<file path="src/rtl/dcc_params.svh">
// Register map, field positions and reset values of the DMA channel control block
`ifndef DCC_PARAMS_SVH
`define DCC_PARAMS_SVH

// ==========================================================================
// Register byte offsets
// ==========================================================================
`define DCC_CTRL_OFS      12'h000
`define DCC_STAT_OFS      12'h004
`define DCC_MASK_OFS      12'h008
`define DCC_ADDR_W        12

// ==========================================================================
// Control register fields
// ==========================================================================
`define DCC_BUSY_BIT      15
`define DCC_CHNS_BIT      8
`define DCC_EN_BIT        7
`define DCC_AED_BIT       6
`define DCC_CHN_BIT       5
`define DCC_AEN_BIT       4
`define DCC_EDET_BIT      2
`define DCC_PRI_LSB       0
`define DCC_CTRL_WMASK    32'h0000_01F3
`define DCC_CTRL_RST      32'h0000_0000

// ==========================================================================
// Interrupt status bits
// ==========================================================================
`define DCC_IRQ_W         3
`define DCC_IRQ_DONE      0
`define DCC_IRQ_ABORT     1
`define DCC_IRQ_CHAIN     2
`define DCC_MASK_RST      3'h0

// ==========================================================================
// Suspend drain time after enable is cleared
// ==========================================================================
`define DCC_DRAIN_CYC     4'h3

`endif

</file>
<file path="src/rtl/dcc_pkg.sv">
// Types shared by the DMA channel control block
package dcc_pkg;
   // Channel sequencing states
   typedef enum logic [1:0] {
      IDLE,
      ACTIVE,
      DRAIN
   } dcc_state_type;

   // AXI response codes
   typedef logic [1:0] dcc_resp_type;
endpackage

</file>
<file path="src/rtl/dcc_axil_slave.sv">
// AXI4-Lite slave front end that turns bus accesses into one-cycle strobes
`timescale 1ns/1ps
`default_nettype none
`include "dcc_params.svh"

module dcc_axil_slave
   import dcc_pkg::*;
(
   // Clock and reset
   input  wire logic                   mclk,
   input  wire logic                   rst,
   // Write channels
   input  wire logic [`DCC_ADDR_W-1:0] awaddr,
   input  wire logic                   awvalid,
   output logic                        awready,
   input  wire logic [31:0]            wdata,
   input  wire logic [3:0]             wstrb,
   input  wire logic                   wvalid,
   output logic                        wready,
   output logic [1:0]                  bresp,
   output logic                        bvalid,
   input  wire logic                   bready,
   // Read channels
   input  wire logic [`DCC_ADDR_W-1:0] araddr,
   input  wire logic                   arvalid,
   output logic                        arready,
   output logic [31:0]                 rdata,
   output logic [1:0]                  rresp,
   output logic                        rvalid,
   input  wire logic                   rready,
   // Register side
   output logic                        wrStb,
   output logic [`DCC_ADDR_W-1:0]      wrAddr,
   output logic [31:0]                 wrData,
   output logic [3:0]                  wrStrb,
   input  wire logic                   wrOk,
   output logic                        rdStb,
   output logic [`DCC_ADDR_W-1:0]      rdAddr,
   input  wire logic [31:0]            rdData,
   input  wire logic                   rdOk
);
   // ==========================================================================
   // Write path: hold address and data until both are present
   // ==========================================================================
   logic                   awHeld_ff;  // Address captured
   logic                   wHeld_ff;   // Data captured
   logic [`DCC_ADDR_W-1:0] awAddr_ff;  // Captured address
   logic [31:0]            wData_ff;   // Captured data
   logic [3:0]             wStrb_ff;   // Captured strobes
   logic                   bValid_ff;  // Write answer pending
   logic [1:0]             bResp_ff;   // Write answer code

   // Accept each channel only while no answer waits
   assign awready = !awHeld_ff && !bValid_ff;
   assign wready  = !wHeld_ff && !bValid_ff;
   assign wrStb   = awHeld_ff && wHeld_ff && !bValid_ff;
   assign wrAddr  = awAddr_ff;
   assign wrData  = wData_ff;
   assign wrStrb  = wStrb_ff;
   assign bvalid  = bValid_ff;
   assign bresp   = bResp_ff;

   // Capture and answer
   always_ff @(posedge mclk) begin
      if (rst) begin
         awHeld_ff <= 1'b0;
         wHeld_ff  <= 1'b0;
         awAddr_ff <= '0;
         wData_ff  <= 32'h0000_0000;
         wStrb_ff  <= 4'h0;
         bValid_ff <= 1'b0;
         bResp_ff  <= 2'h0;
      end else begin
         if (awvalid && awready) begin
            awHeld_ff <= 1'b1;
            awAddr_ff <= awaddr;
         end
         if (wvalid && wready) begin
            wHeld_ff <= 1'b1;
            wData_ff <= wdata;
            wStrb_ff <= wstrb;
         end
         // Strobe consumes both halves, answer next cycle
         if (wrStb) begin
            awHeld_ff <= 1'b0;
            wHeld_ff  <= 1'b0;
            bValid_ff <= 1'b1;
            bResp_ff  <= wrOk ? 2'h0 : 2'h2;
         end else if (bValid_ff && bready) begin
            bValid_ff <= 1'b0;
         end
      end
   end

   // ==========================================================================
   // Read path: single-cycle lookup, data registered
   // ==========================================================================
   logic        rValid_ff;  // Read answer pending
   logic [31:0] rData_ff;   // Read data held for the master
   logic [1:0]  rResp_ff;   // Read answer code

   assign arready = !rValid_ff;
   assign rdStb   = arvalid && arready;
   assign rdAddr  = araddr;
   assign rvalid  = rValid_ff;
   assign rdata   = rData_ff;
   assign rresp   = rResp_ff;

   // Answer every read one cycle after it is taken
   always_ff @(posedge mclk) begin
      if (rst) begin
         rValid_ff <= 1'b0;
         rData_ff  <= 32'h0000_0000;
         rResp_ff  <= 2'h0;
      end else if (rdStb) begin
         rValid_ff <= 1'b1;
         rData_ff  <= rdOk ? rdData : 32'h0000_0000;
         rResp_ff  <= rdOk ? 2'h0 : 2'h2;
      end else if (rValid_ff && rready) begin
         rValid_ff <= 1'b0;
      end
   end
endmodule
`default_nettype wire

</file>
<file path="src/rtl/dcc_channel_ctrl.sv">
// DMA channel control register, enable sequencing and chaining logic
`timescale 1ns/1ps
`default_nettype none
`include "dcc_params.svh"

module dcc_channel_ctrl
   import dcc_pkg::*;
(
   // Clock and reset
   input  wire logic                   mclk,
   input  wire logic                   rst,
   // AXI4-Lite write channels
   input  wire logic [`DCC_ADDR_W-1:0] awaddr,
   input  wire logic                   awvalid,
   output logic                        awready,
   input  wire logic [31:0]            wdata,
   input  wire logic [3:0]             wstrb,
   input  wire logic                   wvalid,
   output logic                        wready,
   output logic [1:0]                  bresp,
   output logic                        bvalid,
   input  wire logic                   bready,
   // AXI4-Lite read channels
   input  wire logic [`DCC_ADDR_W-1:0] araddr,
   input  wire logic                   arvalid,
   output logic                        arready,
   output logic [31:0]                 rdata,
   output logic [1:0]                  rresp,
   output logic                        rvalid,
   input  wire logic                   rready,
   // Channel events, one-cycle pulses from the same clock domain, and the xferIdle level
   input  wire logic                   startEvt,
   input  wire logic                   abortEvt,
   input  wire logic                   blockDone,
   input  wire logic                   xferIdle,
   // Completion pulses of the neighbouring channels
   input  wire logic                   lowerDone,
   input  wire logic                   higherDone,
   // Channel outputs
   output logic                        chanRun,
   output logic                        chanAbort,
   output logic [1:0]                  chanPriority,
   output logic                        channelBusyFlag,
   output logic                        irq
);
   // ==========================================================================
   // Bus front end
   // ==========================================================================
   logic                   wrStb;   // Write strobe
   logic [`DCC_ADDR_W-1:0] wrAddr;  // Write address
   logic [31:0]            wrData;  // Write data
   logic [3:0]             wrStrb;  // Write byte enables
   logic                   rdStb;   // Read strobe
   logic [`DCC_ADDR_W-1:0] rdAddr;  // Read address
   logic [31:0]            rdData;  // Read mux result
   logic                   wrOk;    // Write hits a register
   logic                   rdOk;    // Read hits a register

   dcc_axil_slave u_bus (
      .mclk    (mclk),
      .rst     (rst),
      .awaddr  (awaddr),
      .awvalid (awvalid),
      .awready (awready),
      .wdata   (wdata),
      .wstrb   (wstrb),
      .wvalid  (wvalid),
      .wready  (wready),
      .bresp   (bresp),
      .bvalid  (bvalid),
      .bready  (bready),
      .araddr  (araddr),
      .arvalid (arvalid),
      .arready (arready),
      .rdata   (rdata),
      .rresp   (rresp),
      .rvalid  (rvalid),
      .rready  (rready),
      .wrStb   (wrStb),
      .wrAddr  (wrAddr),
      .wrData  (wrData),
      .wrStrb  (wrStrb),
      .wrOk    (wrOk),
      .rdStb   (rdStb),
      .rdAddr  (rdAddr),
      .rdData  (rdData),
      .rdOk    (rdOk)
   );

   // Byte-lane merge of a write into a stored word
   function automatic logic [31:0] mergeLanes(input logic [31:0] old,
                                              input logic [31:0] nw,
                                              input logic [3:0]  strb);
      logic [31:0] res;
      res = old;
      for (int i = 0; i < 4; i++) begin
         if (strb[i]) begin
            res[8*i +: 8] = nw[8*i +: 8];
         end
      end
      return res;
   endfunction

   // ==========================================================================
   // Address decode
   // ==========================================================================
   wire wrCtrl = wrStb && (wrAddr == `DCC_CTRL_OFS);
   wire wrMask = wrStb && (wrAddr == `DCC_MASK_OFS);
   wire rdStat = rdStb && (rdAddr == `DCC_STAT_OFS);
   assign wrOk = (wrAddr == `DCC_CTRL_OFS) || (wrAddr == `DCC_MASK_OFS)
              || (wrAddr == `DCC_STAT_OFS);
   assign rdOk = (rdAddr == `DCC_CTRL_OFS) || (rdAddr == `DCC_MASK_OFS)
              || (rdAddr == `DCC_STAT_OFS);

   // ==========================================================================
   // Control register fields
   // ==========================================================================
   logic       chainDir_ff;  // 1 = follow lower neighbour
   logic       enable_ff;    // Channel enable
   logic       allowEvt_ff;  // Keep events while disabled
   logic       chainAllow_ff;// Chaining permitted
   logic       autoEn_ff;    // Stay enabled after block
   logic       evtDet_ff;    // Event seen, read-only
   logic [1:0] prio_ff;      // Channel priority

   wire [31:0] wrMerged = mergeLanes(`DCC_CTRL_RST, wrData, wrStrb);
   wire        curEnable = enable_ff;

   // Chain trigger: direction only counts when chaining is allowed
   wire chainSrc  = chainDir_ff ? lowerDone : higherDone;
   wire chainKick = chainAllow_ff && chainSrc;

   // Events are taken when enabled, or when disabled-event capture is on
   wire evtGate   = enable_ff || allowEvt_ff;
   wire startTake = startEvt && evtGate;
   wire abortTake = abortEvt && evtGate;

   // Which byte lanes software writes this cycle
   wire wrLane0 = wrCtrl && wrStrb[0];
   wire wrLane1 = wrCtrl && wrStrb[1];

   // Next enable: software, then block end, then chaining; abort wins last
   logic nxt_enable;
   always_comb begin
      nxt_enable = enable_ff;
      if (wrLane0) begin
         nxt_enable = wrMerged[`DCC_EN_BIT];
      end
      if (blockDone && !autoEn_ff) begin
         nxt_enable = 1'b0;
      end
      if (chainKick) begin
         nxt_enable = 1'b1;
      end
      if (abortTake) begin
         nxt_enable = 1'b0;
      end
   end

   // Field update; event flag follows hardware only
   always_ff @(posedge mclk) begin
      if (rst) begin
         chainDir_ff   <= 1'b0;
         enable_ff     <= 1'b0;
         allowEvt_ff   <= 1'b0;
         chainAllow_ff <= 1'b0;
         autoEn_ff     <= 1'b0;
         evtDet_ff     <= 1'b0;
         prio_ff       <= 2'h0;
      end else begin
         enable_ff <= nxt_enable;
         if (wrLane0) begin
            allowEvt_ff   <= wrMerged[`DCC_AED_BIT];
            chainAllow_ff <= wrMerged[`DCC_CHN_BIT];
            autoEn_ff     <= wrMerged[`DCC_AEN_BIT];
            prio_ff       <= wrMerged[`DCC_PRI_LSB +: 2];
         end
         if (wrLane1) begin
            chainDir_ff <= wrMerged[`DCC_CHNS_BIT];
         end
         if (startTake || abortTake) begin
            evtDet_ff <= 1'b1;
         end
      end
   end

   // ==========================================================================
   // Run/drain sequencing
   // ==========================================================================
   dcc_state_type state_ff;  // Channel activity state
   logic [3:0]    drain_ff;  // Least drain count before idle

   // Channel becomes active on a taken start while enabled
   always_ff @(posedge mclk) begin
      if (rst) begin
         state_ff <= IDLE;
         drain_ff <= 4'h0;
      end else begin
         unique case (state_ff)
            IDLE: begin
               if (startTake && enable_ff) begin
                  state_ff <= ACTIVE;
               end
            end
            ACTIVE: begin
               // Losing enable lets the current transaction finish
               if (!enable_ff || blockDone) begin
                  state_ff <= DRAIN;
                  drain_ff <= `DCC_DRAIN_CYC;
               end
            end
            DRAIN: begin
               if (drain_ff != 4'h0) begin
                  drain_ff <= drain_ff - 4'h1;
               end else if (xferIdle) begin
                  state_ff <= IDLE;
               end
            end
         endcase
      end
   end

   wire active = (state_ff != IDLE);
   assign channelBusyFlag = active || curEnable;
   assign chanRun         = (state_ff == ACTIVE) && enable_ff;
   assign chanAbort       = abortTake;
   assign chanPriority    = prio_ff;

   // ==========================================================================
   // Interrupt status and mask
   // ==========================================================================
   logic [`DCC_IRQ_W-1:0] irqStat_ff;  // Sticky event bits
   logic [`DCC_IRQ_W-1:0] irqMask_ff;  // Enables onto irq

   wire [`DCC_IRQ_W-1:0] irqSet = {chainKick, abortTake, blockDone};

   // Read of status clears it; a simultaneous new event survives
   always_ff @(posedge mclk) begin
      if (rst) begin
         irqStat_ff <= '0;
         irqMask_ff <= `DCC_MASK_RST;
      end else begin
         irqStat_ff <= (rdStat ? '0 : irqStat_ff) | irqSet;
         if (wrMask && wrStrb[0]) begin
            irqMask_ff <= wrData[`DCC_IRQ_W-1:0];
         end
      end
   end
   assign irq = |(irqStat_ff & irqMask_ff);

   // ==========================================================================
   // Read mux; unimplemented bits read zero
   // ==========================================================================
   wire [31:0] ctrlWord = {16'h0000, channelBusyFlag, 6'h00, chainDir_ff,
                           enable_ff, allowEvt_ff, chainAllow_ff, autoEn_ff,
                           1'b0, evtDet_ff, prio_ff};
   assign rdData = (rdAddr == `DCC_CTRL_OFS) ? ctrlWord :
                   (rdAddr == `DCC_STAT_OFS) ? {29'h0, irqStat_ff} :
                   (rdAddr == `DCC_MASK_OFS) ? {29'h0, irqMask_ff} : 32'h0000_0000;

   // ==========================================================================
   // Assertions
   // ==========================================================================
   a_busy_when_en: assert property (@(posedge mclk) disable iff (rst)
      enable_ff |-> channelBusyFlag)
      else $error("busy low while enabled");

   a_chain_lower: assert property (@(posedge mclk) disable iff (rst)
      (chainAllow_ff && chainDir_ff && lowerDone && !abortTake) |=> enable_ff)
      else $error("lower chain did not enable");

   a_chain_higher: assert property (@(posedge mclk) disable iff (rst)
      (chainAllow_ff && !chainDir_ff && higherDone && !abortTake) |=> enable_ff)
      else $error("higher chain did not enable");

   a_no_chain: assert property (@(posedge mclk) disable iff (rst)
      (!chainAllow_ff && !enable_ff && !wrLane0) |=> !enable_ff)
      else $error("channel enabled without chaining allowed");

   a_evt_ignored: assert property (@(posedge mclk) disable iff (rst)
      (!enable_ff && !allowEvt_ff && !evtDet_ff) |=> !evtDet_ff)
      else $error("event kept while disabled");

   a_auto_off: assert property (@(posedge mclk) disable iff (rst)
      (blockDone && !autoEn_ff && !chainKick) |=> !enable_ff)
      else $error("enable kept after block");

   a_evt_sticky: assert property (@(posedge mclk) disable iff (rst)
      evtDet_ff |=> evtDet_ff)
      else $error("event flag cleared by software");

   a_zero_bits: assert property (@(posedge mclk) disable iff (rst)
      (ctrlWord[31:16] == 16'h0000) && (ctrlWord[14:9] == 6'h00) && !ctrlWord[3])
      else $error("unimplemented bit reads one");

   a_drain_hold: assert property (@(posedge mclk) disable iff (rst)
      (state_ff == ACTIVE && !enable_ff) |=> channelBusyFlag [*3])
      else $error("busy dropped before drain");

   a_prio_load: assert property (@(posedge mclk) disable iff (rst)
      wrLane0 |=> (prio_ff == $past(wrMerged[1:0])))
      else $error("priority not stored");
endmodule
`default_nettype wire

</file>
<file path="config.mk">
export PLATFORM = sky130hd
export DESIGN_NAME = dcc_channel_ctrl
export DESIGN_NICKNAME = d
export VERILOG_FILES = /design/src/rtl/dcc_pkg.sv /design/src/rtl/dcc_axil_slave.sv /design/src/rtl/dcc_channel_ctrl.sv
export VERILOG_INCLUDE_DIRS = /design/src /design/src/rtl
export SDC_FILE = /design/constraint.sdc
export NUM_CORES = 1
export LEC_CHECK = 0
export ABC_AREA = 1
export BUFFER_PORTS_ARGS = -buffer_cell sky130_fd_sc_hd__buf_2
export CORE_ASPECT_RATIO = 0.5
export CORE_MARGIN = 2
export CORE_UTILIZATION = 45
export CTS_CLUSTER_SIZE = 8
export DETAILED_ROUTE_END_ITERATION = 6
export PLACE_DENSITY_LB_ADDON = 0.25
export SLEW_MARGIN = 20
export SYNTH_ARGS = -nofsm -noshare
export SYNTH_HDL_FRONTEND = slang
export SYNTH_HIERARCHICAL = 1
export SYNTH_SLANG_ARGS = --single-unit
</file>
<file path="constraint.sdc">
create_clock -name mclk -period 3.08 [get_ports mclk]
set_input_delay 0.154 -clock mclk [delete_from_list [all_inputs] [get_ports mclk]]
set_output_delay 0.154 -clock mclk [all_outputs]
set_load 0.005 [all_outputs]
</file>
-- Word-level counts from Yosys, hierarchy flattened
Index checks and enable logic that the tools add are counted.
- reduce and logical (&&, ||, !) cells: 49
- multiplexer cells: 25
- equal/unequal tests: 11
- bitwise logic cells: 2
- add/sub/neg operators: 1
- operators with widths (operator ; count):
    16-bit two-way mux ; 2
    12-bit by 3-bit == test with 1-bit output, second input constant ; 2
    12-bit by 4-bit == test with 1-bit output, second input constant ; 2
    12-bit zero test ; 2
    1-bit logical AND ; 21
    2-bit two-way mux ; 6
    2-bit != test, second input constant ; 5
    1-bit two-way mux ; 9
    3-bit two-way mux ; 3
    1-bit logical OR ; 8
    4-bit two-way mux ; 2
    8-bit two-way mux ; 1
    4-bit one-hot mux with 2 select lines ; 1
    2-bit nonzero test ; 4
    1-bit zero test ; 6
    2-bit one-hot mux with 3 select lines ; 1
    4-bit AND reduction ; 1
    4-bit nonzero test ; 1
    2-bit OR reduction ; 2
    4-bit by 1-bit subtractor with 4-bit output, second input constant ; 1
    3-bit AND ; 1
    3-bit bitwise OR ; 1
    3-bit AND reduction ; 1
    3-bit nonzero test ; 1
    4 further kinds ; 4
- logic and storage cells: 109
- register bits: 83
- output and inout port bits: 47
- bits of input ports: 73

-- Depth between registers and ports, before layout
- depth in word-level cells: 7
- mapped depth: 12
- mapped depth without buffers: 11

-- Hierarchy
The synthesis kept the hierarchy.
- modules (own cells, without submodules) (module ; area each (µm²) ; instances ; sequential area each (µm²) ; cells each):
    dcc_axil_slave ; 3882.5 ; 1 ; 1721.7 ; 599
    dcc_channel_ctrl ; 1222.4 ; 1 ; 400.4 ; 185

-- Least setup slack after synthesis
Ideal clock, no wire load.
- path type: input to register
- start: input araddr[1]
- end: register u_bus.rData_ff[15] (netlist: u_bus/rdata[15])
- stages: 9
- setup slack: 1.544 ns
- library setup time: 0.065 ns
- buffers on the path: 3
- arrival: 1.471 ns
- data required time: 3.015 ns
- path through: buf_4 > or2_4 > a2111oi_0 > clkbuf_1 > buf_2 > nand2_1 > nand2_1 > nand2_1 > nor2_1
- word-level cells in the longest chain between the ends: 4
- elaborated cells between the ends (all ways): 7
- those cells by class: 2 x eq/ne; 2 x mux; 3 x reduce/logical
- ends and longest elaborated chain (what ; RTL line ; text):
    start: declaration ; dcc_channel_ctrl.sv:24 ; input wire logic [`DCC_ADDR_W-1:0] araddr,
    12-bit by 4-bit == test with 1-bit output (no source line) or 12-bit zero test (tied branches) ; - ;
    1-bit logical OR ; dcc_channel_ctrl.sv:112 ; assign rdOk = (rdAddr == `DCC_CTRL_OFS) || (rdAddr == `DCC_MASK_OFS)
    1-bit logical OR * ; dcc_channel_ctrl.sv:112 ;
    via rdOk ; dcc_channel_ctrl.sv:57 ; logic rdOk;
    16-bit two-way mux * ; dcc_axil_slave.sv:117 ; rData_ff <= rdOk ? rdData : 32'h0000_0000;
    end signal: assignment ; dcc_axil_slave.sv:117 ;
    end: declaration ; dcc_axil_slave.sv:99 ; logic [31:0] rData_ff;
Mark *: on every way through the listed nets, which the timed path passes. The rest lies on a longest branch.
A chain may end at the register's enable or synchronous reset.

-- Worst setup path after layout
- start: register u_bus.bValid_ff (netlist: u_bus/bvalid)
- end: output awready
- word-level cells in the longest chain between the ends: 2
- ends and longest elaborated chain (what ; RTL line ; text):
    start: declaration ; dcc_axil_slave.sv:50 ; logic bValid_ff;
    start signal: assignment ; dcc_axil_slave.sv:71 ; bValid_ff <= 1'b0;
    start signal: assignment ; dcc_axil_slave.sv:87 ; bValid_ff <= 1'b1;
    start signal: assignment ; dcc_axil_slave.sv:90 ; bValid_ff <= 1'b0;
    1-bit zero test ; dcc_axil_slave.sv:54 ; assign awready = !awHeld_ff && !bValid_ff;
    1-bit logical AND ; dcc_axil_slave.sv:54 ;
    end: declaration ; dcc_channel_ctrl.sv:15 ; output logic awready,
Every way passes these cells.

==> summary.md <==
| Metric | Value |
|---|---|
| Slew margin rel. | 29.1% |
| Sequential cell area | 1600 um2 |
| Synth warn | 6 |
| Vias in the first global route | 3,114 |
| Layout Cells excl Fill | 820 |
| Cell count after placement | 806 |
| Leakage | 0.00245 uW |
| Fillcell total | 878 |
| CTS tree | yes |
| Peak VDD IR | 0.310 mV |
| Clock latency on the worst-skew pair | 0.32 ns |
| CP endpoint kind | output port |
| Total global-route track usage | 17.6% |
| Die height | 70.8 um |
| Sw Ratio | 28.9% |
| CP Launch Type | register |
| Internal power | 1980 uW |
| Sequential power share | 42.8% |
| Die W | 138 um |
| FP Rows | 24 |
| Clk pwr share | 36.0% |
| Combinational Power Share | 21.2% |
| Unrepaired setup endpoints after global routing | no |
| Layout cells sized above 1 | 17.5% |
| Min Tclk post-route | 1.82 ns |
| Nets@finish | 779 |
| Placer Congestion | 0.833 |
| Setup TNS Final | 0 ns |
| Max Fclk | 549 MHz |
| DRT Pass-1 Iters | 4 |
| Die area | 9730 um2 |
| Final Cycle Share | 59.1% |
| Worst Setup Path Type | reg2out |
| Port bufs | 91 |
| Worst-margin pin slew | 1.06 ns |
| Final Hold Viols | 0 |
| Bufs on Longest Clock Path | 2 |
| Core Util, Final | 54.3% |
| Largest net degree at the start of global routing | 40 |
| Run status | complete, no violations |
| Dpl cell area | 4440 um2 |
| DRC viols | 0 |
| Post-route ant nets | 0 |
| Switching pwr | 803 uW |
| Via Count | 3,623 |
| Max Slew Vio Count | 0 |
| First-pass GRT wire length | 13,900 um |
| Min-Delay Path Class | in2reg |
| Post-CTS Setup Bufs | 0 |
| CTS Hold Bufs | 0 |
| # setup viols final | 0 |
| Multi-input gate area | 1890 um2 |
| CTS Buf Count | 9 |
| Ports | 120 |
| Initial antenna violation count | 0 |
| Final Instance Area | 4710 um2 |
| Max-Cap Viols | 0 |
| Inserted Diodes | 0 |
| Crit-path max FO | 25 |
| CP Data Required Time | 2.93 ns |
| Post-CTS Resized | 0 |
| Total global routing overflow | 0 |
| Starting Density | 46.2% |
| Routed WL per cell | 9.86 um |
| Clock Root Buffer | clkbuf_16 |
| PD cells | 590 nW/um2 |
| DRT iter0 DRCs | 145 |
| Skew final | 0.00416 ns |
| Synthesis-to-finish area growth | 17.6% |
| Mapped Area | 4010 um2 |
| Syn_area_per_cell | 6.44 um2 |
| Via density per instance | 4.42 |
| Clock H-tree levels | 3 |
| Clk sink count | 80 |
| Synth Instances | 623 |
| Routed wire length | 8090 um |
| Arrival @ worst endpoint | 1.67 ns |
| Total power draw | 2780 uW |
| Reg clk slew, reported paths | 0.06 ns |
| Placeable Area | 8680 um2 |
| Dpl hpwl | 5560 um |
## state kept, by name, indices dropped and copies added (netlist names)
signal           count
state_ff             2
drain_ff             4
u_bus/wrStrb         2
chainAllow_ff        1
curEnable            1
autoEn_ff            1
u_bus/awHeld_ff      1
irqMask_ff           3
chainDir_ff          1
u_bus/rresp          1
u_bus/wrAddr        12
irqStat_ff           3
evtDet_ff            1
u_bus/rvalid         1
u_bus/wHeld_ff       1
u_bus/bresp          1
chanPriority         2
allowEvt_ff          1
u_bus/bvalid         1
u_bus/rdata         32
u_bus/wrData         8
## worst max-delay path: stages (launching register included)
cell and delay [ns]:
dfxtp_1 0.38, nor2_2 0.71, buf_2 0.24
## power by group through the flow
stage,Combinational [uW],Clock (uW),Sequential [uW]
after floorplan,457,0,1210
after global placement,581,0,1210
after detailed placement,592,0,1210
after CTS,596,1040,1190
after global routing,706,1070,1210
final,590,1000,1190
## path summary, 6_finish.rpt
check / start / endpoint / slack, ns / cells past startpoint
worst max-delay path: u_bus/bvalid / awready / 1.26 / 2
worst min-delay path: blockDone / irqStat_ff[0] / 0.13 / 3
worst max register to register: u_bus/wHeld_ff / chanPriority[0] / 1.37 / 7
worst min register to register: evtDet_ff / evtDet_ff / 0.45 / 2
## area by class of cell
type,instances,share of cell area (%)
well taps,117,3.11
flip-flops and latches,80,34.0
clock inverters,4,1.01
multi-input cells,430,40.2
inverters,85,6.77
clock buffers,10,4.86
repair buffers,94,10.1
## metal layers
layer  global-route usage (%)  vias up  share of wire (%)
met2                     27.5       76                 42
met5                        0        -                  0
met4                     5.61        0                1.1
met3                     4.95        9                4.7
li1                         -     1999                  -
met1                     23.7     1539                 52
## placed cells by master (no fill, tap or decap), types with 2 or more instances in the layout
| cell type | count |
|---|---|
| nand2_1 | 184 |
| nor2_1 | 96 |
| buf_2 | 91 |
| inv_1 | 80 |
| dfxtp_1 | 80 |
| a21oi_1 | 39 |
| nand3_1 | 37 |
| conb_1 | 25 |
| o21ai_0 | 10 |
| o21ai_1 | 10 |
| clkbuf_16 | 9 |
| ha_1 | 6 |
| nor2_2 | 5 |
| a31oi_1 | 3 |
| inv_2 | 3 |
| nor3_1 | 3 |
| buf_4 | 3 |
| clkinv_1 | 2 |
| nand4_1 | 2 |
| clkinv_2 | 2 |
## metrics by stage
step	hold slack, ns	setup WS, ns
floorplan	0.223	1.54
global placement	0.439	1.41
detailed placement	0.442	1.39
CTS	0.119	1.23
global route	0.136	1.10
finish	0.134	1.26
Note: power is estimated with default switching activity, not from simulation.
